===== config.mk =====
export PLATFORM = sky130hd
export DESIGN_NAME = bfsp_device_flat
export DESIGN_NICKNAME = d
export VERILOG_FILES = /design/src/hw/bfsp_pkg.sv /design/src/hw/bfsp_link_if.sv /design/src/hw/bfsp_device.sv /design/src/flat_wrapper.sv
export VERILOG_INCLUDE_DIRS = /design/src /design/src/hw
export SDC_FILE = /design/constraint.sdc
export NUM_CORES = 1
export LEC_CHECK = 0
export BUFFER_PORTS_ARGS = -buffer_cell sky130_fd_sc_hd__buf_2
export CAP_MARGIN = 20
export CORE_MARGIN = 4
export CORE_UTILIZATION = 69
export CTS_BUF_LIST = sky130_fd_sc_hd__clkbuf_2 sky130_fd_sc_hd__clkbuf_4 sky130_fd_sc_hd__clkbuf_8
export DETAILED_ROUTE_END_ITERATION = 7
export PLACE_DENSITY_LB_ADDON = 0.08
export SLEW_MARGIN = 10
export SYNTH_ARGS = -nofsm -noshare
export SYNTH_HDL_FRONTEND = slang
export SYNTH_SLANG_ARGS = --single-unit

===== constraint.sdc =====
create_clock -name clock -period 8.1 [get_ports clock]
set_input_delay 1.62 -clock clock [delete_from_list [all_inputs] [get_ports clock]]
set_output_delay 1.62 -clock clock [all_outputs]
set_load 0.01 [all_outputs]

===== src/hw/bfsp_cfg.svh =====
// Timing and framing constants for the byte-paced serial host port.
// Assumes a 10 MHz clock; every cycle count is derived from a time and the rate.
`ifndef BFSP_CFG_SVH
`define BFSP_CFG_SVH
`define BFSP_CLK_HZ 10000000
`define BFSP_BAUD 9600
`define BFSP_DATA_BITS 8
`define BFSP_BIT_CYC (`BFSP_CLK_HZ / `BFSP_BAUD)
`define BFSP_MS_CYC (`BFSP_CLK_HZ / 1000)
`define BFSP_STROBE_NS 500
`define BFSP_STROBE_CYC ((`BFSP_STROBE_NS * (`BFSP_CLK_HZ / 1000000) + 999) / 1000)
`define BFSP_ACK_DELAY_MS 500
`define BFSP_GAP_MS 20
`define BFSP_CTS_LEAD_MS 5
`endif


===== src/hw/bfsp_pkg.sv =====
// Types used by the device end and the testbench of the byte-paced serial host port.
// Constants live in bfsp_cfg.svh.
package bfsp_pkg;
  typedef logic [7:0] bfsp_byte_t;
  typedef enum logic [2:0] {
    BFSP_IDLE, BFSP_WAKE, BFSP_WAIT_ACK, BFSP_SEND, BFSP_GAP
  } bfsp_tx_e;
endpackage


===== src/hw/bfsp_link_if.sv =====
// Wires between the device end and the host end of the serial port.
// All handshakes are active low; data lines idle high.
`timescale 1ns/1ps
interface bfsp_link_if;
  logic dev_tx;
  logic host_tx;
  logic dev_send_request_n;
  logic host_rx_ready_n;
  logic dev_net_ready_n;
  logic time_strobe_n;
  logic mode_byte_paced;
  modport dev (output dev_tx, dev_send_request_n, dev_net_ready_n,
    input host_tx, host_rx_ready_n, time_strobe_n, mode_byte_paced);
  modport host (input dev_tx, dev_send_request_n, dev_net_ready_n,
    output host_tx, host_rx_ready_n, time_strobe_n, mode_byte_paced);
endinterface


===== src/hw/bfsp_device.sv =====
// Device end: paced serial transmitter, receiver, wake and ready lines.
// Assumes link inputs synchronous to clock; one 10 MHz clock.
`timescale 1ns/1ps
`include "bfsp_cfg.svh"
module bfsp_device #(
  parameter int BIT_CYC = `BFSP_BIT_CYC,
  parameter int ACK_DELAY_CYC = `BFSP_ACK_DELAY_MS * `BFSP_MS_CYC,
  parameter int GAP_CYC = `BFSP_GAP_MS * `BFSP_MS_CYC
) (
  // Clock and reset
  input wire logic clock,
  input wire logic rst,
  // Link
  bfsp_link_if.dev link,
  // Outgoing bytes from the device core
  input wire logic [7:0] tx_data,
  input wire logic tx_valid,
  input wire logic tx_last,
  output logic tx_ready,
  // Incoming bytes to the device core
  output logic [7:0] rx_data,
  output logic rx_valid,
  output logic rx_frame_err,
  // Core status
  input wire logic net_joined,
  input wire logic net_buf_free,
  output logic time_request
);
  localparam int CW = 24;
  localparam int STB = `BFSP_STROBE_CYC;
  localparam int HALF = BIT_CYC / 2;

  // Two-entry buffer between core and the serial shifter
  logic [8:0] buf_q [2];
  logic [1:0] buf_cnt;
  logic buf_wr;
  logic buf_rd;
  logic buf_head;
  wire logic [8:0] buf_out = buf_q[buf_head];
  assign buf_wr = tx_valid && tx_ready;
  always_ff @(posedge clock or posedge rst) begin
    if (rst) begin
      buf_cnt <= 2'h0;
      buf_head <= 1'b0;
      tx_ready <= 1'b0;
      buf_q[0] <= 9'h000;
      buf_q[1] <= 9'h000;
    end else begin
      if (buf_wr) begin
        buf_q[buf_head ^ buf_cnt[0]] <= {tx_last, tx_data};
      end
      if (buf_rd) begin
        buf_head <= ~buf_head;
      end
      buf_cnt <= buf_cnt + {1'b0, buf_wr} - {1'b0, buf_rd};
      tx_ready <= (buf_cnt + {1'b0, buf_wr} - {1'b0, buf_rd}) < 2'h2;
    end
  end

  // Host ready sampled and high-pulse width measured
  wire logic cts_low = ~link.host_rx_ready_n;
  logic [CW-1:0] hi_cnt;
  logic ack_seen;
  always_ff @(posedge clock or posedge rst) begin
    if (rst) begin
      hi_cnt <= '0;
    end else if (cts_low) begin
      hi_cnt <= '0;
    end else if (hi_cnt < CW'(STB)) begin
      hi_cnt <= hi_cnt + CW'(1);
    end
  end

  // Transmit sequencer
  bfsp_pkg::bfsp_tx_e st;
  logic [CW-1:0] tcnt;
  logic [3:0] bit_idx;
  logic [9:0] shreg;
  logic last_byte;
  wire logic paced = link.mode_byte_paced;
  wire logic bit_end = tcnt == CW'(BIT_CYC - 1);
  wire logic frame_end = bit_end && bit_idx == 4'h9;
  assign buf_rd = (st == bfsp_pkg::BFSP_WAIT_ACK) && cts_low && buf_cnt != 2'h0 && ack_seen;
  // Acknowledge pulse is latched wherever it lands, even mid-stop-bit
  always_ff @(posedge clock or posedge rst) begin
    if (rst) begin
      st <= bfsp_pkg::BFSP_IDLE;
      tcnt <= '0;
      bit_idx <= 4'h0;
      shreg <= 10'h3ff;
      last_byte <= 1'b0;
      ack_seen <= 1'b0;
      link.dev_tx <= 1'b1;
      link.dev_send_request_n <= 1'b1;
    end else begin
      if (hi_cnt >= CW'(STB)) begin
        ack_seen <= 1'b1;
      end
      unique case (st)
        bfsp_pkg::BFSP_IDLE: begin
          ack_seen <= 1'b1;
          if (buf_cnt != 2'h0) begin
            st <= bfsp_pkg::BFSP_WAKE;
            tcnt <= '0;
            link.dev_send_request_n <= 1'b0;
          end
        end
        bfsp_pkg::BFSP_WAKE: begin
          tcnt <= tcnt + CW'(1);
          // Release on host ready or acknowledge timeout
          if (cts_low || tcnt >= CW'(ACK_DELAY_CYC - 1)) begin
            link.dev_send_request_n <= 1'b1;
            st <= bfsp_pkg::BFSP_WAIT_ACK;
          end
        end
        bfsp_pkg::BFSP_WAIT_ACK: begin
          if (buf_rd) begin
            // Pacing needs a fresh high pulse; otherwise free-running
            ack_seen <= ~paced;
            shreg <= {1'b1, buf_out[7:0], 1'b0};
            last_byte <= buf_out[8];
            bit_idx <= 4'h0;
            tcnt <= '0;
            st <= bfsp_pkg::BFSP_SEND;
          end
        end
        bfsp_pkg::BFSP_SEND: begin
          link.dev_tx <= shreg[0];
          tcnt <= bit_end ? '0 : tcnt + CW'(1);
          if (bit_end) begin
            shreg <= {1'b1, shreg[9:1]};
            bit_idx <= bit_idx + 4'h1;
          end
          if (frame_end) begin
            tcnt <= '0;
            st <= last_byte ? bfsp_pkg::BFSP_GAP : bfsp_pkg::BFSP_WAIT_ACK;
          end
        end
        bfsp_pkg::BFSP_GAP: begin
          tcnt <= tcnt + CW'(1);
          if (tcnt >= CW'(GAP_CYC - 1)) begin
            st <= bfsp_pkg::BFSP_IDLE;
          end
        end
      endcase
    end
  end

  // Receiver: mid-bit sampling tolerates rate error
  logic [CW-1:0] rcnt;
  logic [3:0] ridx;
  logic [7:0] rsh;
  logic rbusy;
  always_ff @(posedge clock or posedge rst) begin
    if (rst) begin
      rcnt <= '0;
      ridx <= 4'h0;
      rsh <= 8'h00;
      rbusy <= 1'b0;
      rx_data <= 8'h00;
      rx_valid <= 1'b0;
      rx_frame_err <= 1'b0;
    end else begin
      rx_valid <= 1'b0;
      rx_frame_err <= 1'b0;
      if (!rbusy) begin
        if (!link.host_tx) begin
          rbusy <= 1'b1;
          rcnt <= CW'(HALF);
          ridx <= 4'h0;
        end
      end else if (rcnt == CW'(BIT_CYC - 1)) begin
        rcnt <= '0;
        ridx <= ridx + 4'h1;
        if (ridx >= 4'h1 && ridx <= 4'h8) begin
          rsh <= {link.host_tx, rsh[7:1]};
        end
        if (ridx == 4'h9) begin
          rbusy <= 1'b0;
          rx_data <= rsh;
          rx_valid <= link.host_tx;
          rx_frame_err <= ~link.host_tx;
        end
      end else begin
        rcnt <= rcnt + CW'(1);
      end
    end
  end

  // Network-ready and timestamp strobe
  logic [CW-1:0] tcnt_time;
  always_ff @(posedge clock or posedge rst) begin
    if (rst) begin
      link.dev_net_ready_n <= 1'b1;
      tcnt_time <= '0;
      time_request <= 1'b0;
    end else begin
      link.dev_net_ready_n <= ~(net_joined && net_buf_free);
      time_request <= 1'b0;
      if (link.time_strobe_n) begin
        tcnt_time <= '0;
      end else if (tcnt_time < CW'(STB)) begin
        tcnt_time <= tcnt_time + CW'(1);
        time_request <= tcnt_time == CW'(STB - 1);
      end
    end
  end
endmodule


===== src/flat_wrapper.sv =====
// flat-port wrapper written by rule: the top's interface ports become plain ports
module bfsp_device_flat 
#(
  parameter int BIT_CYC = `BFSP_BIT_CYC,
  parameter int ACK_DELAY_CYC = `BFSP_ACK_DELAY_MS * `BFSP_MS_CYC,
  parameter int GAP_CYC = `BFSP_GAP_MS * `BFSP_MS_CYC
)
  (clock, rst, tx_data, tx_valid, tx_last, tx_ready, rx_data, rx_valid, rx_frame_err, net_joined, net_buf_free, time_request, link_dev_tx, link_dev_send_request_n, link_dev_net_ready_n, link_host_tx, link_host_rx_ready_n, link_time_strobe_n, link_mode_byte_paced);
  bfsp_link_if link_i ();
  input wire logic clock;
  input wire logic rst;
  input wire logic [7:0] tx_data;
  input wire logic tx_valid;
  input wire logic tx_last;
  output logic tx_ready;
  output logic [7:0] rx_data;
  output logic rx_valid;
  output logic rx_frame_err;
  input wire logic net_joined;
  input wire logic net_buf_free;
  output logic time_request;
  output wire logic [$bits(link_i.dev_tx)-1:0] link_dev_tx;
  output wire logic [$bits(link_i.dev_send_request_n)-1:0] link_dev_send_request_n;
  output wire logic [$bits(link_i.dev_net_ready_n)-1:0] link_dev_net_ready_n;
  input wire logic [$bits(link_i.host_tx)-1:0] link_host_tx;
  input wire logic [$bits(link_i.host_rx_ready_n)-1:0] link_host_rx_ready_n;
  input wire logic [$bits(link_i.time_strobe_n)-1:0] link_time_strobe_n;
  input wire logic [$bits(link_i.mode_byte_paced)-1:0] link_mode_byte_paced;
  assign link_dev_tx = link_i.dev_tx;
  assign link_dev_send_request_n = link_i.dev_send_request_n;
  assign link_dev_net_ready_n = link_i.dev_net_ready_n;
  assign link_i.host_tx = link_host_tx;
  assign link_i.host_rx_ready_n = link_host_rx_ready_n;
  assign link_i.time_strobe_n = link_time_strobe_n;
  assign link_i.mode_byte_paced = link_mode_byte_paced;
  bfsp_device #(.BIT_CYC(BIT_CYC), .ACK_DELAY_CYC(ACK_DELAY_CYC), .GAP_CYC(GAP_CYC)) u_core (.clock(clock), .rst(rst), .link(link_i), .tx_data(tx_data), .tx_valid(tx_valid), .tx_last(tx_last), .tx_ready(tx_ready), .rx_data(rx_data), .rx_valid(rx_valid), .rx_frame_err(rx_frame_err), .net_joined(net_joined), .net_buf_free(net_buf_free), .time_request(time_request));
endmodule

; After elaboration in Yosys (flattened, before gate mapping)
; Cells that the tools add are included.
[classes]
n_addsub = 8
magnitude_cmp = 11
n_eq_ne = 18
mux = 52
n_bitwise = 8
n_reduce_logical = 23
[ops]
columns = op, count
row1 = two-way mux 24 bit, 11
row2 = adder 24 x 1 -> 24 bit (second input constant), 4
row3 = case mux 24 bit (4 select lines), 1
row4 = equality test 24 x 11 -> 1 bit (second input constant), 2
row5 = < comparator 24 x 3 -> 1 bit (second input constant), 2
row6 = two-way mux 9 bit, 4
row7 = equality test 24 x 3 -> 1 bit (second input constant), 1
row8 = >= comparator 24 x 18 -> 1 bit (second input constant), 1
row9 = >= comparator 24 x 23 -> 1 bit (second input constant), 1
row10 = >= comparator 24 x 3 -> 1 bit (second input constant), 1
row11 = two-way mux 10 bit, 2
row12 = two-way mux 4 bit, 5
row13 = case mux 10 bit (2 select lines), 1
row14 = bitwise mux 18 bit, 1
row15 = two-way mux 3 bit, 6
row16 = two-way mux 1 bit, 16
row17 = inequality test 2 x 1 -> 1 bit (second input constant), 8
row18 = case mux 3 bit (5 select lines), 1
row19 = AND reduction 3 bit, 4
row20 = demux 9 bit (select 1 bit), 1
row21 = adder 4 x 1 -> 4 bit (second input constant), 2
row22 = equality test 4 bit (second input constant), 2
row23 = logical AND 1 bit, 8
row24 = case mux 4 bit (2 select lines), 1
row25 = 21 further kinds, 34
[totals]
reg_bits = 164
out_inout_bits = 15

; Longest topological paths before layout
; Gate-level depths: netlist of run 1.
[depth]
ltp_word = 7
mapped_depth = 10
mapped_depth_nobuf = 9

; Worst setup path after synthesis of run 1
; Ideal clock, no wire load.
[synth_path]
path_kind = input -> register
from = input port link_host_rx_ready_n
to = register u_core.tx_ready
setup_ps = 121
arrival_time_ps = 3209
t_required_ps = 7979
path_slack_ps = 4769
stages = 9
path_buffers = 0
path_cell_list = nor2b_1 -> o21ai_0 -> nor4_2 -> ha_1 -> inv_1 -> ha_1 -> xnor2_1 -> xnor2_1 -> inv_1
[synth_via]
elab_chain_len = 6
[synth_lines]
columns = item, line
row1 = from (decl), flat_wrapper.sv:26  ; input wire logic [$bits(link_i.host_rx_ready_n)-1:0] link_host_rx_ready_n;
row2 = inverter 1 bit, bfsp_device.sv:61  ; wire logic cts_low = ~link.host_rx_ready_n;
row3 = logical AND 1 bit (3 in a row), bfsp_device.sv:83  ; assign buf_rd = (st == bfsp_pkg::BFSP_WAIT_ACK) && cts_low && buf_cnt != 2'h0 && ack_seen;
row4 = net u_core.buf_rd, bfsp_device.sv:37  ; logic buf_rd;
row5 = subtractor 2 x 1 -> 2 bit, bfsp_device.sv:56  ; tx_ready <= (buf_cnt + {1'b0, buf_wr} - {1'b0, buf_rd}) < 2'h2;
row6 = < comparator 2 bit, bfsp_device.sv:56
row7 = to (signal assigned), bfsp_device.sv:56
row8 = to (decl), bfsp_device.sv:19  ; output logic tx_ready,
; The timed path passes the listed nets, and every way through them passes these cells.
; A chain may end at the register's enable or synchronous reset.

; Worst setup path after layout of run 1
; Same ends and word-level chain as after synthesis.

==> impl_results.md, run 1 <==
* Mapped Area at 7530 um2
* Hold path startpoint: u_core.shreg[0]$_DFFE_PP1P_
* Core area at 10500 um2
* RSZ-0062 raised after global routing: no
* Min-delay worst type: reg2reg
* Layout Nets at 771
* Synth unique cells at 59
* Met1 Resource Use GR at 0.327
* Layout cells sized above 1 at 0.175
* Dominant synthesized flop cell: dfrtp_1
* Total number of vias at 5330
* DRC at 0
* Die Y-Extent at 112 um
* Yosys reg bits at 163
* Seq/Total Area, Yosys at 0.544
* Die Span X at 112 um
* Peak VDD IR at 196 uV
* Synth top cells by count: 151 x dfrtp_1, 66 x nand2_1, 53 x nor2_1
* CP Launch Point: link_host_rx_ready_n
* M3 GR Usage at 0.0555
* Hpwl dp at 9590 um
* Hold Violations, Final at 0
* Slowest stage delay, CP at 700 ps
* Max Cap Viol at 0
* Routed WL at 14600 um
* CTS Buffer Depth at 2
* Top Family by Delay on Critical Path: simple AND/OR/NAND/NOR gates
* Busiest grt layer: met2
* Synth top area share at 0.502
* Worst-path clk slew at 90 ps
* First-pass GRT wire length at 25500 um
* CP Capture Type: flip-flop
* Antenna viol nets, final at 0
* GRT Total Usage at 0.248
* Hold Buf Count CTS at 0
* Status: completed
* Period utilisation layout at 0.428
* Cell with the most instances after synthesis: dfrtp_1
* CP cell instances: buf_2 > nor2b_1 > o21ai_0 > nor4_2 > ha_1 > inv_1 > ha_1 > xnor2_1 > xnor2_1 > inv_1
* Critical path arrival at 3820 ps
* Port Buffers at 32
* CTS root buffer: clkbuf_8
* First drt pass iteration count at 5
* First-iteration detailed-routing DRC count at 497
* EDFF count, synth at 0
* Slew Viols, Final at 0
* Clk_lat worst skew at 470 ps
* Max Clock Skew at 7.27 ps
* Worst path slowest cell: nor4_2
* Syn_nets at 742
* Vias in the first global route at 5393
* Initial Utilization at 0.720
* Largest net degree at the start of global routing at 107
* Ant diodes at 0
* Max Freq at 289 MHz
* Initial antenna violation count at 0
* CP Class: in2reg
* CTS tree: done
* Die Area at 12700 um2
* Gp weighted congestion at 0.856
* Worst-path maximum fanout at 26
* Synth top area cells: dfrtp_1 50%, mux2_2 5.2%, dfstp_2 4.2%
* Final core occ at 0.786
* Critical Path Start Type: input port
* CTS Sinks at 163
* WL per Instance at 16.5 um
* Row count at 37
* Synth Instances at 707
* H-tree depth at 4
* Reg2reg start: u_core.st[1]$_DFFE_PP0P_
* Area delta synth->final at 9.20%
* Minimum clock period at 3460 ps
* Met2 GRT Util at 0.411
* Gr ovfl total at 0
* Power Density at 246 nW/um2
* Leakage power at 3.76 nW
* Inserted Clock Buffers at 17
* Final setup violation count at 0
* Num ports at 33
* Filler Cells Inserted at 686
* Rel. slew slack at 0.387
* Measured slew at the worst slew-check pin at 912 ps
* Vias/cell at 6.02
* Post-CTS sizing at 0
* Data required time of the worst path at 8460 ps
* Setup TNS at 0 ps
* Synth warn at 0
* Worst Path Buf+Inv at 3
* Asr flop ratio synth at 1.00
* Yosys top cell by area: dfrtp_1
* Syn avg cell area at 10.7 um2
* Setup Buffers After CTS at 0
[layer usage]
layer,vias up,share of wire
li1,2543,-
met1,2655,0.43
met2,115,0.52
met3,17,0.033
met4,0,0.014
met5,-,0
[registers in the layout, summed over array words and instances (netlist names)]
name                            cells
u_core.link.dev_tx                  1
u_core.rx_data                      8
u_core.tcnt                        24
u_core.link.dev_send_request_n      1
u_core.buf_cnt                      2
u_core.last_byte                    1
u_core.bit_idx                      4
u_core.ack_seen                     1
u_core.tx_ready                     1
u_core.buf_q                       18
u_core.rx_frame_err                 1
u_core.ridx                         4
u_core.rbusy                        1
u_core.link.dev_net_ready_n         1
u_core.buf_head                     1
u_core.time_request                 1
u_core.rsh                          8
u_core.hi_cnt                      24
u_core.rx_valid                     1
u_core.tcnt_time                   24
u_core.st                           3
u_core.rcnt                        24
u_core.shreg                        9
[stage by stage]
stage	instances	setup slack, ps	hold slack (ps)	power (mW)	area [um2]
after CTS	885	4650	463	2.04	8220
after global placement	853	4350	442	1.35	7780
after floorplan	707	2090	435	1.29	7530
after detailed placement	853	4180	451	1.39	7780
final	885	4640	460	2.02	8230
after global routing	885	4370	480	2.14	8230
[worst register-to-register path, cell delays in order (launching register included)]
cell,delay (ps)
dfrtp_1,540
inv_1,150
nor4_2,810
ha_1,370
inv_1,60
ha_1,150
xnor2_1,130
xnor2_1,180
inv_1,70
[layout by cell type, fill, tap and decap left out, types with 9 or more instances in the layout]
cell and instances:
dfstp_2 12, xnor2_1 15, nor2b_1 26, clkbuf_8 17, nor4_1 16, inv_1 25, nand3_1 21, xor2_1 18
ha_1 17, a31oi_1 13, and3_1 9, o21ai_0 50, mux2_2 35, and2_1 26, a21oi_1 25, nand4_1 17
dfrtp_1 151, mux2i_1 11, nand2_1 66, buf_2 32, nor2_1 53, nor3_1 12
[final cells by class]
type / count / area [um2] / share of cell area
flip-flops and latches: 163 / 4090 / 0.498
multi-input cells: 492 / 3230 / 0.393
clock buffers: 17 / 234 / 0.0284
clock inverters: 15 / 205 / 0.0249
repair buffers: 36 / 190 / 0.0231
well taps: 136 / 170 / 0.0207
inverters: 26 / 103 / 0.0125
[path summary, 6_finish.rpt]
| check | slack [ps] | endpoint | depth (start not counted) |
|---|---|---|---|
| max in group asynchronous | 5490 | u_core.tcnt[14]$_DFFE_PP0P_ | 3 |
| worst max register to register | 5550 | u_core.tx_ready$_DFF_PP0_ | 8 |
| worst min register to register | 460 | u_core.link.dev_tx$_DFFE_PP1P_ | 2 |
| min in group asynchronous | 1360 | u_core.rx_data[4]$_DFFE_PP0P_ | 2 |
| worst max-delay path | 4640 | u_core.tx_ready$_DFF_PP0_ | 10 |
| worst min-delay path | 460 | u_core.link.dev_tx$_DFFE_PP1P_ | 2 |
[where the power goes]
group	internal, mW	switching (mW)
sequential	0.935	0.128
clock	0.338	0.307
combinational	0.156	0.159
[cells by family after synthesis]
logic type / count (synthesis) / synth area share
flip-flops: 163 / 0.544
XOR/XNOR: 33 / 0.0384
multiplexers: 46 / 0.0669
AND/OR/NAND/NOR: 280 / 0.202
adder cells (fa/ha/maj): 17 / 0.0282
AO/OA/AOI/OAI: 116 / 0.0925
buffers and inverters: 52 / 0.0282
Note: power is estimated with default switching activity, not from simulation.
==> run 2, diff against run 1 <==
--- a/config.mk
+++ b/config.mk
@@ -9,7 +9,7 @@
 export BUFFER_PORTS_ARGS = -buffer_cell sky130_fd_sc_hd__buf_2
 export CAP_MARGIN = 20
 export CORE_MARGIN = 4
-export CORE_UTILIZATION = 69
+export CORE_UTILIZATION = 58
 export CTS_BUF_LIST = sky130_fd_sc_hd__clkbuf_2 sky130_fd_sc_hd__clkbuf_4 sky130_fd_sc_hd__clkbuf_8
 export DETAILED_ROUTE_END_ITERATION = 7
 export PLACE_DENSITY_LB_ADDON = 0.08
==> constraint.sdc (replaced) <==
create_clock -name clock -period 2.9 [get_ports clock]
set_input_delay 0.58 -clock clock [delete_from_list [all_inputs] [get_ports clock]]
set_output_delay 0.58 -clock clock [all_outputs]
set_load 0.01 [all_outputs]
==> run 2 against run 1 <==
  * Core utilization fell by 13 points
  * Largest power group unchanged
  * Highest routed layer unchanged
  * Critical path type is now reg2reg
  * Hold slack got worse by 300 ps
  * Flip-flop and latch count did not move
  * Sequential share of layout area fell by 0.64 points
  * Cell count rose by 5.2%
  * Worst setup slack got worse by 4100 ps
  * Power rose to 2.7 times the previous value
  * Global-route usage fell by 4.4 points
  * Wire length fell by 3.2%
  * Largest cell class unchanged
==> impl_results.md, run 2 (same netlist as run 1, synthesis figures left out) <==
* Status: completed (unchanged)
* Largest net degree at the start of global routing at 85 (was 107)
* H-tree depth at 4 (unchanged)
* R2r setup slk at 490 ps (was 5550 ps)
* Setup Buffers After CTS at 0 (unchanged)
* DRC at 0 (unchanged)
* Layout Nets at 781 (was 771)
* Hpwl dp at 9660 um (was 9590 um)
* Power Density at 665 nW/um2 (was 246 nW/um2)
* CTS Sinks at 163 (unchanged)
* Initial antenna violation count at 0 (unchanged)
* Commonest non-fill, non-tap cell in the layout: dfrtp_1 (unchanged)
* Antenna viol nets, final at 0 (unchanged)
* RSZ-0062 raised after global routing: no (unchanged)
* Hold Buf Count CTS at 0 (unchanged)
* Gr ovfl total at 0 (unchanged)
* Reg2reg start: u_core.rcnt[0]$_DFFE_PP0P_ (was u_core.st[1]$_DFFE_PP0P_)
* Setup WS post-layout at 492 ps (was 4640 ps)
* Vias in the first global route at 5247 (was 5393)
* Final setup violation count at 0 (unchanged)
* Area delta synth->final at 10.6% (was 9.20%)
* Tot Pwr at 5.54 mW (was 2.02 mW)
* Top Family by Delay on Critical Path: simple AND/OR/NAND/NOR gates (unchanged)
* Period utilisation layout at 0.830
* Slew Viols, Final at 0 (unchanged)
* Die Y-Extent at 122 um (was 112 um)
* Initial Utilization at 0.594 (was 0.720)
* CP Launch Point: u_core.rcnt[0]$_DFFE_PP0P_ (was link_host_rx_ready_n)
* Reg2Reg Depth at 8 (unchanged)
* Setup TNS at 0 ps (unchanged)
* CP Capture Type: flip-flop (unchanged)
* CTS Buffer Depth at 2 (unchanged)
* Max Cap Viol at 0 (unchanged)
* Max Clock Skew at 11.6 ps (was 7.27 ps)
* Vias/cell at 5.69 (was 6.02)
* Filler Cells Inserted at 1033 (was 686)
* Max Freq at 415 MHz
* Die Area at 14900 um2 (was 12700 um2)
* First drt pass iteration count at 5 (unchanged)
* Ant diodes at 0 (unchanged)
* Leakage power at 3.81 nW (was 3.76 nW)
* Row count at 41 (was 37)
* Port Buffers at 32 (unchanged)
* Rel. slew slack at 0.533 (was 0.387)
* GRT Total Usage at 0.203 (was 0.248)
* Crit path capture: u_core.rx_data[5]$_DFFE_PP0P_ (was u_core.tx_ready$_DFF_PP0_)
* Core area at 12700 um2 (was 10500 um2)
* Final core occ at 0.658 (was 0.786)
* Post-place setup slack at 494 ps (was 4180 ps)
* Die Span X at 122 um (was 112 um)
* Routed WL at 14100 um (was 14600 um)
* Worst Path Buf+Inv at 1 (was 3)
* CP cell instances: inv_1 > ha_1 > nor4b_2 > nand4_1 > nor2_4 > nand2_4 > nor3_4 > mux2_2 (was buf_2 > nor2b_1 > o21ai_0 > nor4_2 > ha_1 > inv_1 > ha_1 > xnor2_1 > xnor2_1 > inv_1)
* Worst path slowest cell: nor3_4 (was nor4_2)
* Minimum clock period at 2410 ps
* First-pass GRT wire length at 24400 um (was 25500 um)
* First-iteration detailed-routing DRC count at 317 (was 497)
* Worst-path clk slew at 80 ps (was 90 ps)
* CP Class: reg2reg (was in2reg)
* Total number of vias at 5293 (was 5330)
* RR Endpoint: u_core.rx_data[5]$_DFFE_PP0P_ (was u_core.tx_ready$_DFF_PP0_)
* Peak VDD IR at 609 uV (was 196 uV)
* Critical Path Start Type: flip-flop (was input port)
* CTS tree: done (unchanged)
* Slowest stage delay, CP at 470 ps (was 700 ps)
* Clk_lat worst skew at 440 ps (was 470 ps)
* CTS root buffer: clkbuf_8 (unchanged)
* Min-delay worst type: in2async (was reg2reg)
* WL per Instance at 15.2 um (was 16.5 um)
* Layout cells sized above 1 at 0.186 (was 0.175)
* Num ports at 33 (unchanged)
* Post-CTS sizing at 0 (unchanged)
* Gp weighted congestion at 0.880 (was 0.856)
* Critical path depth in cells at 8 (was 10)
* Inserted Clock Buffers at 17 (unchanged)
* Data required time of the worst path at 3220 ps (was 8460 ps)
* Post-route design area at 8330 um2 (was 8230 um2)
* Critical path arrival at 2730 ps (was 3820 ps)
* Most frequent cells in the layout: 151 x dfrtp_1, 66 x nand2_1, 53 x nor2_1 (unchanged)
* Measured slew at the worst slew-check pin at 701 ps (was 912 ps)
* Post-DP Area at 7910 um2 (was 7780 um2)
* Worst-path maximum fanout at 10 (was 26)
* Hold Violations, Final at 0 (unchanged)
==> run 2: worst min path at each step <==
stage | from | end | slack, ps
2_1_floorplan | u_core.shreg[0]$_DFFE_PP1P_ | u_core.link.dev_tx$_DFFE_PP1P_ | 430
3_3_place_gp | u_core.shreg[0]$_DFFE_PP1P_ | u_core.link.dev_tx$_DFFE_PP1P_ | 440
3_5_place_dp | u_core.shreg[0]$_DFFE_PP1P_ | u_core.link.dev_tx$_DFFE_PP1P_ | 460
4_1_cts | rst | u_core.rx_frame_err$_DFF_PP0_ | 150
5_1_grt | rst | u_core.rx_frame_err$_DFF_PP0_ | 170
6_report | rst | u_core.rx_frame_err$_DFF_PP0_ | 160
==> run 2: report_power, final <==
part | internal, mW | switching, mW
combinational | 0.452 | 0.441
sequential | 2.61 | 0.330
clock | 0.921 | 0.786
total | 3.99 | 1.56
==> run 2: layout make-up <==
| class | instances | area (um2) | area share |
|---|---|---|---|
| clock buffer | 23 | 285 | 0.0342 |
| tap | 172 | 215 | 0.0258 |
| sequential | 163 | 4090 | 0.491 |
| clock inverter | 9 | 130 | 0.0156 |
| timing repair buffer | 46 | 278 | 0.0333 |
| multi-input combinational | 492 | 3230 | 0.388 |
| inverter | 26 | 101 | 0.0122 |
==> run 2: metrics by stage <==
step	hold slack, ps	cells
floorplan	435	707
global placement	442	899
detailed placement	460	899
CTS	150	931
global route	167	931
finish	162	931
==> run 2: routing by layer <==
metal  global-route usage  up-vias  part of all wire
li1                     -     2554                 -
met1                0.269     2625              0.45
met2                0.337      103              0.51
met3               0.0474       11             0.034
met4               0.0602        0            0.0076
met5                    0        -                 0
